**src/common/tdrc_pkg.sv**
```systemverilog
// ============================================================
// shared constants and types of the text display refresh controller
package tdrc_pkg;

  // ==========================================================
  // clocking
  localparam int unsigned SYS_CLK_HZ      = 25_771_500;  // dot-rate system clock
  localparam int unsigned CPU_DIV         = 14;          // host clock divider
  localparam int unsigned CPU_CLK_HZ      = SYS_CLK_HZ / CPU_DIV;

  // ==========================================================
  // character cell and raster geometry
  localparam int unsigned DOTS_PER_CELL   = 9;
  localparam int unsigned LINES_PER_ROW   = 15;
  localparam int unsigned VIS_SLOTS       = 80;
  localparam int unsigned RETRACE_SLOTS   = 35;
  localparam int unsigned SLOTS_PER_LINE  = VIS_SLOTS + RETRACE_SLOTS;
  localparam int unsigned ROWS_PER_FRAME  = 26;
  localparam int unsigned LINES_60HZ      = 415;
  localparam int unsigned LINES_50HZ      = 498;
  localparam int unsigned PTR_ROWS        = 24;          // rows refreshed from linked pointers
  localparam int unsigned BLANK_ROW       = 24;          // separator row, always blanked
  localparam int unsigned LABEL_ROW       = 25;          // soft-label row

  localparam logic [3:0]  LAST_DOT        = 4'(DOTS_PER_CELL - 1);
  localparam logic [6:0]  LAST_SLOT       = 7'(SLOTS_PER_LINE - 1);
  localparam logic [3:0]  LAST_LINE       = 4'(LINES_PER_ROW - 1);
  localparam logic [4:0]  RETRACE_ROW     = 5'(ROWS_PER_FRAME);
  localparam logic [8:0]  TOTAL_60        = 9'(LINES_60HZ - 1);
  localparam logic [8:0]  TOTAL_50        = 9'(LINES_50HZ - 1);

  // ==========================================================
  // fetch and display pipeline, in character slots
  localparam logic [6:0]  FETCH_FIRST     = 7'h01;       // slot 0 reads the row pointer
  localparam logic [6:0]  FETCH_LAST      = 7'(VIS_SLOTS);
  localparam logic [6:0]  VIS_FIRST       = 7'h03;       // fetch slot plus two slots of pipeline
  localparam logic [6:0]  VIS_LAST        = 7'(VIS_SLOTS + 2);

  // ==========================================================
  // drive pulses
  localparam logic [6:0]  HDRV_FIRST      = 7'h58;
  localparam logic [6:0]  HDRV_LAST       = 7'h61;
  localparam logic [8:0]  VDRV_FIRST      = 9'(ROWS_PER_FRAME * LINES_PER_ROW + 4);
  localparam logic [8:0]  VDRV_LAST       = 9'(ROWS_PER_FRAME * LINES_PER_ROW + 6);

  // ==========================================================
  // display memory map, offsets inside the display window
  localparam logic [11:0] TOS_ADDR        = 12'h080;
  localparam logic [11:0] SKL_ADDR        = 12'h081;
  localparam int unsigned LINK_SHIFT      = 4;           // a link is 16 bytes

  // ==========================================================
  // memory cycle shift register
  localparam int unsigned MEM_STAGES      = 8;
  localparam int unsigned COL_STAGE       = 2;
  localparam int unsigned CAS_STAGE       = 3;

  // ==========================================================
  // owner of the current display memory cycle
  typedef enum logic [5:0] {
    TDRC_IDLE   = 6'b000001,
    TDRC_TOS    = 6'b000010,
    TDRC_SKL    = 6'b000100,
    TDRC_ROWPTR = 6'b001000,
    TDRC_CHAR   = 6'b010000,
    TDRC_HOST   = 6'b100000
  } tdrc_owner_t;

  typedef struct packed {
    logic        req;
    logic        we;
    logic [11:0] addr;
    logic [7:0]  wdata;
  } tdrc_host_req_t;

  typedef struct packed {
    logic        ras_n;
    logic        cas_n;
    logic        we_n;
    logic [5:0]  addr;
    logic [7:0]  wdata;
  } tdrc_mem_pins_t;

endpackage

```
**src/core/tdrc_mem_seq.sv**
```systemverilog
`timescale 1ns/1ns
// ============================================================
// display memory cycle delay line
module tdrc_mem_seq #(
  parameter int unsigned STAGES    = tdrc_pkg::MEM_STAGES,
  parameter int unsigned COL_STAGE = tdrc_pkg::COL_STAGE,
  parameter int unsigned CAS_STAGE = tdrc_pkg::CAS_STAGE
) (
  // clock and reset
  input  wire logic core_clk_i,
  input  wire logic rst_n_i,
  // cycle request
  input  wire logic start_i,
  // strobe timing
  output logic      ras_n_o,
  output logic      cas_n_o,
  output logic      col_sel_o,
  output logic      done_o
);

  logic [STAGES-1:0] stage_q;

  // request ripples through the delay line
  always_ff @(posedge core_clk_i or negedge rst_n_i) begin
    if (!rst_n_i) begin
      stage_q <= '0;
    end else begin
      stage_q <= {stage_q[STAGES-2:0], start_i};
    end
  end

  // strobes decoded from taps of the delay line
  assign ras_n_o   = ~(|stage_q[STAGES-2:0]);
  assign col_sel_o = |stage_q[STAGES-1:COL_STAGE];
  assign cas_n_o   = ~(|stage_q[STAGES-2:CAS_STAGE]);
  assign done_o    = stage_q[STAGES-1];  // data valid, last tap

endmodule

```
**src/core/tdrc_refresh.sv**
```systemverilog
`timescale 1ns/1ns
module tdrc_refresh (
  // clock and reset
  input  wire logic                    core_clk_i,
  input  wire logic                    rst_n_i,
  // configuration and control
  input  wire logic                    rate_50hz_i,
  input  wire logic                    host_blank_i,
  // host display memory port
  input  wire tdrc_pkg::tdrc_host_req_t host_i,
  output logic                         host_wait_o,
  output logic                         host_ack_o,
  output logic [7:0]                   host_rdata_o,
  output logic                         cpu_clk_o,
  // display memory pins
  output tdrc_pkg::tdrc_mem_pins_t     mem_o,
  input  wire logic [7:0]              mem_rdata_i,
  // glyph rom
  output logic [10:0]                  glyph_addr_o,
  input  wire logic [7:0]              glyph_data_i,
  // video and sweep
  output logic [1:0]                   video_o,
  output logic                         blank_o,
  output logic                         hdrive_o,
  output logic                         vdrive_o
);

  // ==========================================================
  // declarations
  logic [3:0]            dot_q;
  logic [6:0]            pos_q;
  logic [3:0]            line_q;
  logic [4:0]            row_q;
  logic [8:0]            vline_q;
  logic [3:0]            div_q;
  logic                  cpu_clk_q;
  logic [2:0]            rate_sync_q;
  logic                  rate_50_q;
  tdrc_pkg::tdrc_owner_t owner_q;
  tdrc_pkg::tdrc_owner_t owner_d;
  logic [11:0]           cyc_addr_q;
  logic [11:0]           cyc_addr_d;
  logic                  cyc_start;
  logic                  host_we_q;
  logic [7:0]            host_wdata_q;
  logic                  host_served_q;
  logic                  host_ack_q;
  logic [7:0]            host_rdata_q;
  logic [5:0]            row_idx_q;
  logic [5:0]            skl_idx_q;
  logic [11:0]           char_ptr_q;
  logic [7:0]            char_code_q;
  logic [10:0]           glyph_addr_q;
  logic [6:0]            pix_q;
  logic                  half_q, vis_q, prev_dot_q, blank_q, hdrive_q, vdrive_q;
  logic [1:0]            video_q;
  logic                  slot_end, line_end, last_line, frame_last, disp_row;
  logic [8:0]            frame_total;
  logic                  refresh_row_decode, char_slot_hold;
  logic                  seq_ras_n, seq_cas_n, seq_col_sel, seq_done;
  logic                  dot_bit, blank_now, next_vis;

  // ==========================================================
  // raster timing
  // slot and line boundaries off the dot counter
  assign slot_end    = (dot_q == tdrc_pkg::LAST_DOT);
  assign line_end    = slot_end && (pos_q == tdrc_pkg::LAST_SLOT);
  assign last_line   = (line_q == tdrc_pkg::LAST_LINE);
  assign frame_total = rate_50_q ? tdrc_pkg::TOTAL_50 : tdrc_pkg::TOTAL_60;
  assign frame_last  = (vline_q == frame_total);
  assign disp_row    = (row_q < tdrc_pkg::RETRACE_ROW) && (row_q != 5'(tdrc_pkg::BLANK_ROW));

  // dot position counter, nine dots per cell
  always_ff @(posedge core_clk_i or negedge rst_n_i) begin
    if (!rst_n_i) begin
      dot_q <= 4'h0;
    end else if (slot_end) begin
      dot_q <= 4'h0;
    end else begin
      dot_q <= dot_q + 4'h1;
    end
  end

  // character position counter, 115 slots per line
  always_ff @(posedge core_clk_i or negedge rst_n_i) begin
    if (!rst_n_i) begin
      pos_q <= 7'h00;
    end else if (line_end) begin
      pos_q <= 7'h00;
    end else if (slot_end) begin
      pos_q <= pos_q + 7'h01;
    end
  end

  // height, row and frame line counters
  always_ff @(posedge core_clk_i or negedge rst_n_i) begin
    if (!rst_n_i) begin
      line_q  <= 4'h0;
      row_q   <= 5'h00;
      vline_q <= 9'h000;
    end else if (line_end) begin
      if (frame_last) begin
        vline_q <= 9'h000;
        line_q  <= 4'h0;
        row_q   <= 5'h00;
      end else begin
        vline_q <= vline_q + 9'h001;
        if (row_q != tdrc_pkg::RETRACE_ROW) begin
          if (last_line) begin
            line_q <= 4'h0;
            row_q  <= row_q + 5'h01;
          end else begin
            line_q <= line_q + 4'h1;
          end
        end
      end
    end
  end

  // host clock, system clock over fourteen
  always_ff @(posedge core_clk_i or negedge rst_n_i) begin
    if (!rst_n_i) begin
      div_q     <= 4'h0;
      cpu_clk_q <= 1'b0;
    end else begin
      div_q     <= (div_q == 4'(tdrc_pkg::CPU_DIV - 1)) ? 4'h0 : div_q + 4'h1;
      cpu_clk_q <= (div_q < 4'(tdrc_pkg::CPU_DIV / 2));
    end
  end

  // frame rate strap, three flops, change taken when two agree
  always_ff @(posedge core_clk_i or negedge rst_n_i) begin
    if (!rst_n_i) begin
      rate_sync_q <= 3'h0;
      rate_50_q   <= 1'b0;
    end else begin
      rate_sync_q <= {rate_sync_q[1:0], rate_50hz_i};
      if (rate_sync_q[1] == rate_sync_q[2]) begin
        rate_50_q <= rate_sync_q[2];
      end
    end
  end

  // horizontal and vertical drive pulses
  always_ff @(posedge core_clk_i or negedge rst_n_i) begin
    if (!rst_n_i) begin
      hdrive_q <= 1'b0;
      vdrive_q <= 1'b0;
    end else begin
      hdrive_q <= (pos_q >= tdrc_pkg::HDRV_FIRST) && (pos_q <= tdrc_pkg::HDRV_LAST);
      vdrive_q <= (vline_q >= tdrc_pkg::VDRV_FIRST) && (vline_q <= tdrc_pkg::VDRV_LAST);
    end
  end

  // ==========================================================
  // display memory arbitration
  // refresh owns slot 0 and fetch slots of displayed rows
  always_comb begin
    refresh_row_decode = 1'b0;
    owner_d            = tdrc_pkg::TDRC_IDLE;
    cyc_addr_d         = host_i.addr;
    if (frame_last && (pos_q == 7'h00)) begin
      refresh_row_decode = 1'b1;
      owner_d            = tdrc_pkg::TDRC_TOS;
      cyc_addr_d         = tdrc_pkg::TOS_ADDR;
    end else if (frame_last && (pos_q == 7'h01)) begin
      refresh_row_decode = 1'b1;
      owner_d            = tdrc_pkg::TDRC_SKL;
      cyc_addr_d         = tdrc_pkg::SKL_ADDR;
    end else if (disp_row && (pos_q == 7'h00)) begin
      refresh_row_decode = 1'b1;
      owner_d            = tdrc_pkg::TDRC_ROWPTR;
      cyc_addr_d         = {6'h00, (row_q == 5'(tdrc_pkg::LABEL_ROW)) ? skl_idx_q : row_idx_q};
    end else if (disp_row && (pos_q >= tdrc_pkg::FETCH_FIRST) && (pos_q <= tdrc_pkg::FETCH_LAST)) begin
      refresh_row_decode = 1'b1;
      owner_d            = tdrc_pkg::TDRC_CHAR;
      cyc_addr_d         = char_ptr_q;
    end else if (host_i.req && !host_served_q) begin
      owner_d            = tdrc_pkg::TDRC_HOST;
    end
  end

  // free slot for the host, and its wait
  assign char_slot_hold = host_i.req && !host_served_q;
  assign cyc_start      = (dot_q == 4'h0) && (refresh_row_decode || (owner_d == tdrc_pkg::TDRC_HOST));

  // cycle owner and address loaded at dot 0; the owner returns to idle when the done tap fires
  always_ff @(posedge core_clk_i or negedge rst_n_i) begin
    if (!rst_n_i) begin
      owner_q      <= tdrc_pkg::TDRC_IDLE;
      cyc_addr_q   <= 12'h000;
      host_we_q    <= 1'b0;
      host_wdata_q <= 8'h00;
    end else if (dot_q == 4'h0) begin
      owner_q    <= owner_d;
      cyc_addr_q <= cyc_addr_d;
      host_we_q  <= host_i.we && (owner_d == tdrc_pkg::TDRC_HOST);
      if (owner_d == tdrc_pkg::TDRC_HOST) begin
        host_wdata_q <= host_i.wdata;
      end
    end else if (seq_done) begin
      owner_q   <= tdrc_pkg::TDRC_IDLE;
      host_we_q <= 1'b0;
    end
  end

  // host completion: wait holds until the cycle ends
  always_ff @(posedge core_clk_i or negedge rst_n_i) begin
    if (!rst_n_i) begin
      host_served_q <= 1'b0;
      host_ack_q    <= 1'b0;
      host_rdata_q  <= 8'h00;
    end else begin
      host_ack_q <= seq_done && (owner_q == tdrc_pkg::TDRC_HOST);
      if (seq_done && (owner_q == tdrc_pkg::TDRC_HOST)) begin
        host_served_q <= 1'b1;
        host_rdata_q  <= mem_rdata_i;
      end else if (!host_i.req) begin
        host_served_q <= 1'b0;
      end
    end
  end

  // strobe timing from the delay shift register
  tdrc_mem_seq #(
    .STAGES    (tdrc_pkg::MEM_STAGES),
    .COL_STAGE (tdrc_pkg::COL_STAGE),
    .CAS_STAGE (tdrc_pkg::CAS_STAGE)
  ) u_seq (
    .core_clk_i (core_clk_i),
    .rst_n_i    (rst_n_i),
    .start_i    (cyc_start),
    .ras_n_o    (seq_ras_n),
    .cas_n_o    (seq_cas_n),
    .col_sel_o  (seq_col_sel),
    .done_o     (seq_done)
  );

  // row/column multiplexed address and write strobe
  assign mem_o.ras_n = seq_ras_n;
  assign mem_o.cas_n = seq_cas_n;
  assign mem_o.we_n  = ~(host_we_q && !seq_ras_n);
  assign mem_o.addr  = seq_col_sel ? cyc_addr_q[11:6] : cyc_addr_q[5:0];
  assign mem_o.wdata = host_wdata_q;

  // ==========================================================
  // pointer walk
  // window bytes, row index and character pointer
  always_ff @(posedge core_clk_i or negedge rst_n_i) begin
    if (!rst_n_i) begin
      row_idx_q   <= 6'h00;
      skl_idx_q   <= 6'h00;
      char_ptr_q  <= 12'h000;
      char_code_q <= 8'h00;
    end else begin
      if (seq_done) begin
        case (owner_q)
          tdrc_pkg::TDRC_TOS: begin
            row_idx_q <= mem_rdata_i[5:0];
          end
          tdrc_pkg::TDRC_SKL: begin
            skl_idx_q <= mem_rdata_i[5:0];
          end
          tdrc_pkg::TDRC_ROWPTR: begin
            char_ptr_q <= {mem_rdata_i, 4'h0};
          end
          tdrc_pkg::TDRC_CHAR: begin
            char_code_q <= mem_rdata_i;
            char_ptr_q  <= char_ptr_q + 12'h001;
          end
          default: begin
          end
        endcase
      end
      if (line_end && last_line && (row_q < 5'(tdrc_pkg::PTR_ROWS))) begin
        row_idx_q <= row_idx_q + 6'h01;
      end
    end
  end

  // ==========================================================
  // glyph and dot generation
  // glyph address from the fetched code and scan line
  always_ff @(posedge core_clk_i or negedge rst_n_i) begin
    if (!rst_n_i) begin
      glyph_addr_q <= 11'h000;
    end else if (dot_q == 4'h0) begin
      glyph_addr_q <= {char_code_q[6:0], line_q};
    end
  end

  // next slot lies inside the visible window
  assign next_vis = ((pos_q + 7'h01) >= tdrc_pkg::VIS_FIRST) && ((pos_q + 7'h01) <= tdrc_pkg::VIS_LAST);

  // dot shifter loaded at each slot end
  always_ff @(posedge core_clk_i or negedge rst_n_i) begin
    if (!rst_n_i) begin
      pix_q  <= 7'h00;
      half_q <= 1'b0;
      vis_q  <= 1'b0;
    end else if (slot_end) begin
      pix_q  <= glyph_data_i[6:0];
      half_q <= glyph_data_i[7];
      vis_q  <= next_vis && !line_end;
    end else if (dot_q != 4'h0) begin
      pix_q <= {pix_q[5:0], 1'b0};
    end
  end

  // side dots stay dark, spacing lines stay dark
  assign dot_bit   = (dot_q != 4'h0) && (dot_q != tdrc_pkg::LAST_DOT) && pix_q[6];
  assign blank_now = !vis_q || host_blank_i || !disp_row
                  || (line_q == 4'h0) || last_line;

  // serial video, two half-dot phases per dot
  always_ff @(posedge core_clk_i or negedge rst_n_i) begin
    if (!rst_n_i) begin
      prev_dot_q <= 1'b0;
      video_q    <= 2'h0;
      blank_q    <= 1'b1;
    end else begin
      blank_q <= blank_now;
      if (blank_now) begin
        prev_dot_q <= 1'b0;
        video_q    <= 2'h0;
      end else begin
        prev_dot_q <= dot_bit;
        video_q    <= half_q ? {prev_dot_q, dot_bit} : {dot_bit, dot_bit};
      end
    end
  end

  // ==========================================================
  // outputs
  assign host_wait_o  = char_slot_hold;
  assign host_ack_o   = host_ack_q;
  assign host_rdata_o = host_rdata_q;
  assign cpu_clk_o    = cpu_clk_q;
  assign glyph_addr_o = glyph_addr_q;
  assign video_o      = video_q;
  assign blank_o      = blank_q;
  assign hdrive_o     = hdrive_q;
  assign vdrive_o     = vdrive_q;

endmodule

```
**config.mk**
```make
export PLATFORM = sky130hd
export DESIGN_NAME = tdrc_refresh
export DESIGN_NICKNAME = d
export VERILOG_FILES = /design/src/common/tdrc_pkg.sv /design/src/core/tdrc_mem_seq.sv /design/src/core/tdrc_refresh.sv
export SDC_FILE = /design/constraint.sdc
export NUM_CORES = 1
export LEC_CHECK = 0
export ABC_CLOCK_PERIOD_IN_PS = 3800
export BUFFER_PORTS_ARGS = -buffer_cell sky130_fd_sc_hd__buf_2
export CORE_MARGIN = 2
export CORE_UTILIZATION = 55
export CTS_BUF_LIST = sky130_fd_sc_hd__clkbuf_16
export CTS_CLUSTER_DIAMETER = 120
export DETAILED_ROUTE_END_ITERATION = 12
export PLACE_DENSITY = 0.75
export SLEW_MARGIN = 20
export SYNTH_ARGS = -nofsm -noshare
export SYNTH_HDL_FRONTEND = slang
export SYNTH_SLANG_ARGS = --single-unit
```
**constraint.sdc**
```tcl
create_clock -name core_clk_i -period 3.8 [get_ports core_clk_i]
set_input_delay 0.76 -clock core_clk_i [delete_from_list [all_inputs] [get_ports core_clk_i]]
set_output_delay 0.76 -clock core_clk_i [all_outputs]
set_load 0.1 [all_outputs]
```
==> results of run 1 <==
[layer usage]
metal,up-vias,share of wire (%),GRT usage (%)
li1,2532,-,-
met1,2657,45,33.45
met2,156,47,38.87
met3,21,6.0,7.270
met4,0,1.4,8.016
met5,-,0,0
[synth_stat cells (7+ instances only)]
library cell / number / area [um^2]
o21ai_0: 56 / 280.3
nand2_1: 101 / 379.1
a21oi_1: 26 / 130.1
nand4_1: 9 / 56.30
o31ai_1: 7 / 52.55
nor2_1: 35 / 131.4
nand3_1: 21 / 105.1
xnor2_1: 8 / 70.07
o22ai_1: 10 / 62.56
mux2i_1: 15 / 150.1
buf_2: 8 / 40.04
nor3_1: 8 / 40.04
dfrtp_1: 137 / 3428
mux2_4: 8 / 120.1
ha_1: 16 / 200.2
buf_4: 7 / 52.55
clkbuf_1: 12 / 45.04
inv_1: 27 / 101.4
and3_1: 8 / 50.05
mux2_2: 24 / 270.3
[worst max-delay path: cells and delay by family, from the launching register on]
family | cells | cell delay [ns]
buffers and inverters | 1 | 0.29
flip-flops | 1 | 0.38
multiplexers | 1 | 0.40
AND/OR/NAND/NOR | 2 | 1.04
[through the flow]
stage	utilization (%)	hold WS [ns]	cell area, um^2
after global placement	60.86	0.3425	7371
after floorplan	-	0.3312	6870
after global routing	66.07	0.3789	8003
after detailed placement	60.86	0.3450	7371
final	66.07	0.3652	8003
after CTS	66.07	0.3704	8003
[sequential cells by signal, summed over array words and instances, names as in the netlist, 2 cells and up]
name / flops
host_wdata_q: 8
u_seq.stage_q: 8
video_o: 2
cyc_addr_q: 12
row_idx_q: 6
rate_sync_q: 3
owner_q: 6
line_q: 4
div_q: 4
char_ptr_q: 12
char_code_q: 7
host_rdata_o: 8
vline_q: 9
pos_q: 7
skl_idx_q: 6
pix_q: 7
dot_q: 4
row_q: 5
glyph_addr_o: 11
[layout by cell type, fill, tap and decap left out, types with 17 or more instances in the layout]
master	Yosys	final
a21oi_1	26	26
buf_2	8	84
clkbuf_16	0	17
dfrtp_1	137	137
inv_1	27	29
mux2_2	24	24
nand2_1	101	101
nand3_1	21	21
nor2_1	35	35
o21ai_0	56	56
[layout make-up]
type                       count  area, um^2  share of cell area [%]
clock buffer                  17       425.4                   5.316
multi-input combinational    464        3102                   38.76
inverter                      27       101.3                   1.266
sequential                   139        3481                   43.50
clock inverter                15       206.4                   2.580
tap                          168       210.2                   2.627
timing repair buffer          91       476.7                   5.957
[logic make-up after synthesis]
group / share of synthesized area, %
adders and majority gates: 3.060
DFF: 50.66
muxes: 7.867
AOI/OAI and AO/OA: 14.50
and+or+nand+nor: 18.45
buffers and inverters: 4.189
xor gates and xnor gates: 1.275
[final timing paths]
check | start | to | slack [ns] | depth (start not counted)
max | u_seq.stage_q[3]$_DFF_PN0_ | mem_o[8] | 0.50 | 4
min | rate_sync_q[0]$_DFF_PN0_ | rate_sync_q[1]$_DFF_PN0_ | 0.37 | 0
max reg2reg | dot_q[3]$_DFF_PN0_ | row_idx_q[0]$_DFFE_PN0P_ | 1.12 | 4
min reg2reg | rate_sync_q[0]$_DFF_PN0_ | rate_sync_q[1]$_DFF_PN0_ | 0.37 | 0
max in group asynchronous | rst_n_i | cyc_addr_q[0]$_DFFE_PN0P_ | 2.50 | 2
min in group asynchronous | rst_n_i | rate_sync_q[2]$_DFF_PN0_ | 0.44 | 1
[power by group through the flow]
stage | Clock [mW] | Sequential [mW] | Combinational [mW]
floorplan | 0 | 1.58 | 0.0575
global placement | 0 | 1.55 | 0.168
detailed placement | 0 | 1.55 | 0.171
CTS | 1.79 | 1.52 | 0.172
global route | 1.85 | 1.52 | 0.183
finish | 1.77 | 1.52 | 0.169
==> flow_summary.ini, run 1 <==
[sta]
fmaxAchievable_mhz = 303.0
relSlewSlack_pct = 38.89
rsz0062_at_grt = no
fin_ws_ns = 0.5001
period_share_pct = 86.84
hold_viol = 0
period_minus_slack_ns = 3.300
setup_viol = 0
setup_tns_ns = 0
fin_skew_ns = 0.01026
drv_slew = 0
tightest_slew_ns = 0.9166

[synthesis]
seq_area_frac_synth_pct = 50.66
ys.flop_type = dfrtp_1
netlist_instances = 662
netlist_area_mm2 = 0.006870
synth_edf_count = 0
yosysWarnings = 0
synth_nets = 720
async_flop_share_pct = 100.0
syn_area_per_cell_um2 = 10.38
ys_ff_latch = 139
synth_cell_types = 72

[clock_network]
clk_latency_ns = 0.43
cts_buffer_depth = 2
ctsResizeCount = 0
numClockSinks = 139
root_buffer = clkbuf_16
htreeDepth = 4
cts_setup_buffers = 0
path_clk_slew_ns = 0.06
cts_tree = yes
numCtsBuffers = 17
cts.hold.buffers_added = 0

[layout]
drive_gt1_share_pct = 22.84
syn2layout_area_growth_pct = 16.48
n_antenna_cell = 0
instances_no_fill = 921
nNetsFinal = 798
fillers = 983

[route]
dr.pass1.iters = 5
drt-total-wl_mm = 15.79
wire_per_inst_um = 17.14
vias = 5366
postRouteAntennaNets = 0
routed_via_density = 5.826
drcViolationCount = 0
drt-initial-drc-count = 382

[placed_design]
dp_hpwl_mm = 10.99
place_ws_ns = 0.9941
numPortBuffers = 85
routabilityCongestion = 0.8815
dp.cells = 889

[power]
p_clk_share_pct = 51.1
powerDensity_mw_per_mm2 = 432.5
combPwrFrac_pct = 4.9
ir_drop_uv = 334.4
internal_power_mw = 2.696
p_sw_share_pct = 22.10
leakagePower_nw = 3.756
pwr-share-seq_pct = 44.0
p_sw_mw = 0.7650
totalPowerFinal_mw = 3.461

[grt]
grt_pass1_vias = 5126
antenna_found_initial = 0
grt_max_degree = 104
overflow = 0
grt_pass1_wl_mm = 25.51
track_usage_pct = 24.78

[critical_path]
cp_max_fo = 6
cp.required_ns = 3.04
cp-start-kind = register
slowest_delay_ns = 0.60
crit_chain = or4_1 -> nor3_2 -> mux2_2 -> buf_2
path_class = register to primary output
critPathSlowestCell = or4_1
end_kind = primary output
worstPathArrival_ns = 2.54

[floorplanning]
rows = 40
dieArea_mm2 = 0.01340
die_y_um = 115.8
io_pins = 86
initial_core_util_pct = 56.73
die_w_um = 115.8
design.core.area_mm2 = 0.01211

[run]
drv_cap = 0

[hold_path]
hold_path_class = register to register

[outcome]
status = finished clean
No activity file was read; power rests on OpenSTA's default activity.
==> run 2, diff against run 1 <==
Settings changed: CTS_BUF_LIST sky130_fd_sc_hd__clkbuf_16 to sky130_fd_sc_hd__clkbuf_4 sky130_fd_sc_hd__clkbuf_8 sky130_fd_sc_hd__clkbuf_16.
==> flow_summary.ini, run 2 (synthesis results as in run 1) <==
[placed_design]
dp.cells = 889
dp_hpwl_mm = 10.99
numPortBuffers = 85
place_ws_ns = 0.9941
routabilityCongestion = 0.8815
placedInstanceArea_mm2 = 0.007371

[floorplanning]
initial_core_util_pct = 56.73
design.core.area_mm2 = 0.01211
dieArea_mm2 = 0.01340
die_y_um = 115.8
die_w_um = 115.8
rows = 40
io_pins = 86

[critical_path]
slowest_delay_ns = 0.60
cp_max_fo = 6
cp-start-kind = register
end_kind = primary output
crit_chain = or4_1 -> nor3_2 -> mux2_2 -> buf_2
cp.required_ns = 3.04
worstPathArrival_ns = 2.55
path_class = register to primary output
path_buf_inv = 1
cpLargestDelayFamily = simple AND/OR/NAND/NOR gates
critPathSlowestCell = or4_1

[layout]
syn2layout_area_growth_pct = 17.03
drive_gt1_share_pct = 23.51
instances_no_fill = 921
mostFrequentLayoutCell = dfrtp_1
final_area_mm2 = 0.008040
n_antenna_cell = 0
fillers = 975
nNetsFinal = 798
final_cell_mix = 137 x dfrtp_1, 101 x nand2_1, 84 x buf_2

[run]
drv_cap = 0

[clock_network]
path_clk_slew_ns = 0.06
numClockSinks = 139
root_buffer = clkbuf_16
clk_latency_ns = 0.43
numCtsBuffers = 17
cts_setup_buffers = 0
htreeDepth = 4
cts_buffer_depth = 2
ctsResizeCount = 0
cts.hold.buffers_added = 0
cts_tree = yes

[route]
dr.pass1.iters = 5
postRouteAntennaNets = 0
wire_per_inst_um = 17.25
routed_via_density = 5.837
drt-initial-drc-count = 359
drt-total-wl_mm = 15.89
vias = 5376
drcViolationCount = 0

[power]
totalPowerFinal_mw = 3.546
pwr-share-seq_pct = 42.9
internal_power_mw = 2.776
ir_drop_uv = 388.7
powerDensity_mw_per_mm2 = 441.0
leakagePower_nw = 3.771
p_sw_share_pct = 21.70
p_clk_share_pct = 52.3
combPwrFrac_pct = 4.8
p_sw_mw = 0.7694

[grt]
grt_max_degree = 104
grt_pass1_wl_mm = 25.62
grt_pass1_vias = 5121
track_usage_pct = 24.90
antenna_found_initial = 0
overflow = 0

[sta]
fin_skew_ns = 0.01037
setup_tns_ns = 0
tightest_slew_ns = 0.9182
period_minus_slack_ns = 3.312
fmaxAchievable_mhz = 302.0
period_share_pct = 87.15
relSlewSlack_pct = 38.79
drv_slew = 0
fin_ws_ns = 0.4882
rsz0062_at_grt = no
setup_viol = 0
hold_viol = 0

[hold_path]
hold_path_class = register to register

[outcome]
status = finished clean
-- run 2: cell types whose count changed in the layout (fill, tap and decap cells not counted), sizes merged --
| cell | before | now |
|---|---|---|
| inv | 29 | 27 |
| clkinv | 6 | 3 |
| clkbuf | 17 | 22 |
-- run 2: path summary, 6_finish.rpt --
check / startpoint / to / slack, ns / depth (start not counted)
max in group asynchronous: rst_n_i / owner_q[3]$_DFFE_PN0P_ / 2.49 / 2
min in group asynchronous: rst_n_i / rate_sync_q[2]$_DFF_PN0_ / 0.45 / 1
max: u_seq.stage_q[3]$_DFF_PN0_ / mem_o[12] / 0.49 / 4
min reg2reg: rate_sync_q[0]$_DFF_PN0_ / rate_sync_q[1]$_DFF_PN0_ / 0.36 / 0
min: rate_sync_q[0]$_DFF_PN0_ / rate_sync_q[1]$_DFF_PN0_ / 0.36 / 0
max reg2reg: dot_q[3]$_DFF_PN0_ / row_idx_q[0]$_DFFE_PN0P_ / 1.08 / 4
-- run 2: per-stage QoR --
stage          hold slack, ns  util, %
2_1_floorplan          0.3312        -
3_3_place_gp           0.3425    60.86
3_5_place_dp           0.3450    60.86
4_1_cts                0.3704    66.38
5_1_grt                0.3789    66.38
6_report               0.3635    66.38
-- run 2: power groups by stage --
stage	logic, mW	registers, mW	clock network, mW
4_1_cts	0.172	1.52	1.87
2_1_floorplan	0.0575	1.58	0
5_1_grt	0.183	1.52	1.93
3_3_place_gp	0.168	1.55	0
6_report	0.170	1.52	1.85
3_5_place_dp	0.171	1.55	0
-- run 2: cell type report --
| cell class | count | area, um^2 | share of cell area, % |
|---|---|---|---|
| Tap cell | 168 | 210.2 | 2.614 |
| Timing Repair Buffer | 91 | 476.7 | 5.929 |
| Sequential cell | 139 | 3481 | 43.29 |
| Multi-Input combinational cell | 464 | 3102 | 38.58 |
| Clock buffer | 22 | 481.7 | 5.991 |
| Clock inverter | 10 | 187.7 | 2.334 |
| Inverter | 27 | 101.3 | 1.261 |
-- run 2: layer usage --
layer | part of all wire (%) | track usage (%) | wire length (um)
met1 | 46 | 33.76 | 7278
met2 | 47 | 39.14 | 7511
met3 | 5.6 | 7.061 | 887
met4 | 1.3 | 7.857 | 210
met5 | 0 | 0 | 0
==> run 3, diff against run 2 <==
Settings changed: ABC_CLOCK_PERIOD_IN_PS 3800 to 3900.
Clock period 3.8 ns to 3.9 ns, I/O delays scaled along.
==> flow_summary.ini, run 3 (synthesis results as in run 1) <==
[floorplanning]
rows = 40
dieArea_mm2 = 0.01340
die_w_um = 115.8
initial_core_util_pct = 56.73
design.core.area_mm2 = 0.01211
io_pins = 86
die_y_um = 115.8

[critical_path]
end_kind = primary output
cp_max_fo = 6
worstPathArrival_ns = 2.45
cp.required_ns = 3.12
crit_chain = or4_1 -> nor3_2 -> mux2_2 -> buf_2
slowest_delay_ns = 0.59
path_class = register to primary output
cp-start-kind = register
critPathSlowestCell = or4_1

[grt]
antenna_found_initial = 0
overflow = 0
track_usage_pct = 24.12
grt_pass1_vias = 5124
grt_max_degree = 107
grt_pass1_wl_mm = 24.97

[clock_network]
cts_setup_buffers = 0
htreeDepth = 4
cts.hold.buffers_added = 0
numClockSinks = 139
root_buffer = clkbuf_16
ctsResizeCount = 0
cts_buffer_depth = 2
numCtsBuffers = 17
path_clk_slew_ns = 0.06
cts_tree = yes
clk_latency_ns = 0.43

[hold_path]
hold_path_class = register to register

[route]
wire_per_inst_um = 16.69
vias = 5331
postRouteAntennaNets = 0
routed_via_density = 5.795
dr.pass1.iters = 5
drcViolationCount = 0
drt-total-wl_mm = 15.36
drt-initial-drc-count = 420

[sta]
tightest_slew_ns = 0.9641
rsz0062_at_grt = no
setup_tns_ns = 0
drv_slew = 0
period_minus_slack_ns = 3.228
hold_viol = 0
holdWs_ns = 0.3500
relSlewSlack_pct = 35.73
setup_viol = 0
period_share_pct = 82.77
fmaxAchievable_mhz = 309.8
fin_skew_ns = 0.01012
fin_ws_ns = 0.6718

[placed_design]
placedInstanceArea_mm2 = 0.007363
routabilityCongestion = 0.8793
dp_hpwl_mm = 10.93
numPortBuffers = 85
place_ws_ns = 1.105

[layout]
mostFrequentLayoutCell = dfrtp_1
syn2layout_area_growth_pct = 15.72
drive_gt1_share_pct = 23.40
final_area_mm2 = 0.007950
fillers = 1003
n_antenna_cell = 0
final_cell_mix = 137 x dfrtp_1, 101 x nand2_1, 84 x buf_2
nNetsFinal = 797
final_util_pct = 65.64

[run]
drv_cap = 0

[power]
powerDensity_mw_per_mm2 = 406.3
ir_drop_uv = 316.4
leakagePower_nw = 3.723

[outcome]
status = finished clean
-- run 3: cell count changes in the layout (fill, tap and decap cells not counted) --
cell	change
buf_4	-1
clkinvlp_4	+2
clkinv_2	+1
clkbuf_8	-2
clkinv_4	-1
clkbuf_4	+2
inv_6	+1
bufinv_16	-3
-- run 3: report_power, final --
part           internal, mW  switching [mW]
Sequential             1.47          0.0171
Combinational        0.0402           0.125
Clock                 0.984           0.598
Total                  2.49           0.740
-- run 3: final timing paths --
kind                                                  from                          end  slack, ns  depth (start not counted)
worst max-delay path            u_seq.stage_q[3]$_DFF_PN0_                    mem_o[11]       0.67                          4
max in group asynchronous                          rst_n_i            blank_o$_DFF_PN1_       2.56                          2
worst min-delay path              rate_sync_q[0]$_DFF_PN0_     rate_sync_q[1]$_DFF_PN0_       0.35                          0
worst max register to register          dot_q[3]$_DFF_PN0_     row_idx_q[4]$_DFFE_PN0P_       1.29                          5
min in group asynchronous                          rst_n_i  glyph_addr_o[0]$_DFFE_PN0P_       0.47                          1
worst min register to register    rate_sync_q[0]$_DFF_PN0_     rate_sync_q[1]$_DFF_PN0_       0.35                          0
-- run 3: cell type report --
type	count	area, um^2	share of cell area (%)
multi-input combinational	464	3102	39.01
tap	168	210.2	2.644
clock inverter	10	117.6	1.479
clock buffer	22	469.2	5.902
inverter	27	101.3	1.275
sequential	139	3481	43.78
timing repair buffer	90	469.2	5.902
-- run 3: worst max-delay path: cells and delay by family, from the launching register on --
family                 cells  cell delay, ns
buffers and inverters      1            0.29
flip-flops                 1            0.37
multiplexers               1            0.39
AND/OR/NAND/NOR            2            0.97
-- run 3: through the flow --
step           total power, mW  std cells
6_report                 3.231        920
3_3_place_gp             1.671        888
5_1_grt                  3.329        920
4_1_cts                  3.253        920
2_1_floorplan            1.598        662
3_5_place_dp             1.675        888
-- run 3: metal layers --
metal	wire, um	part of all wire, %	track usage (%)	vias to the layer above
met4	356	2.3	10.71	0
met3	906	5.9	5.335	32
met2	7169	47	37.15	170
met1	6926	45	33.09	2597
li1	-	-	-	2532
met5	0	0	0	-
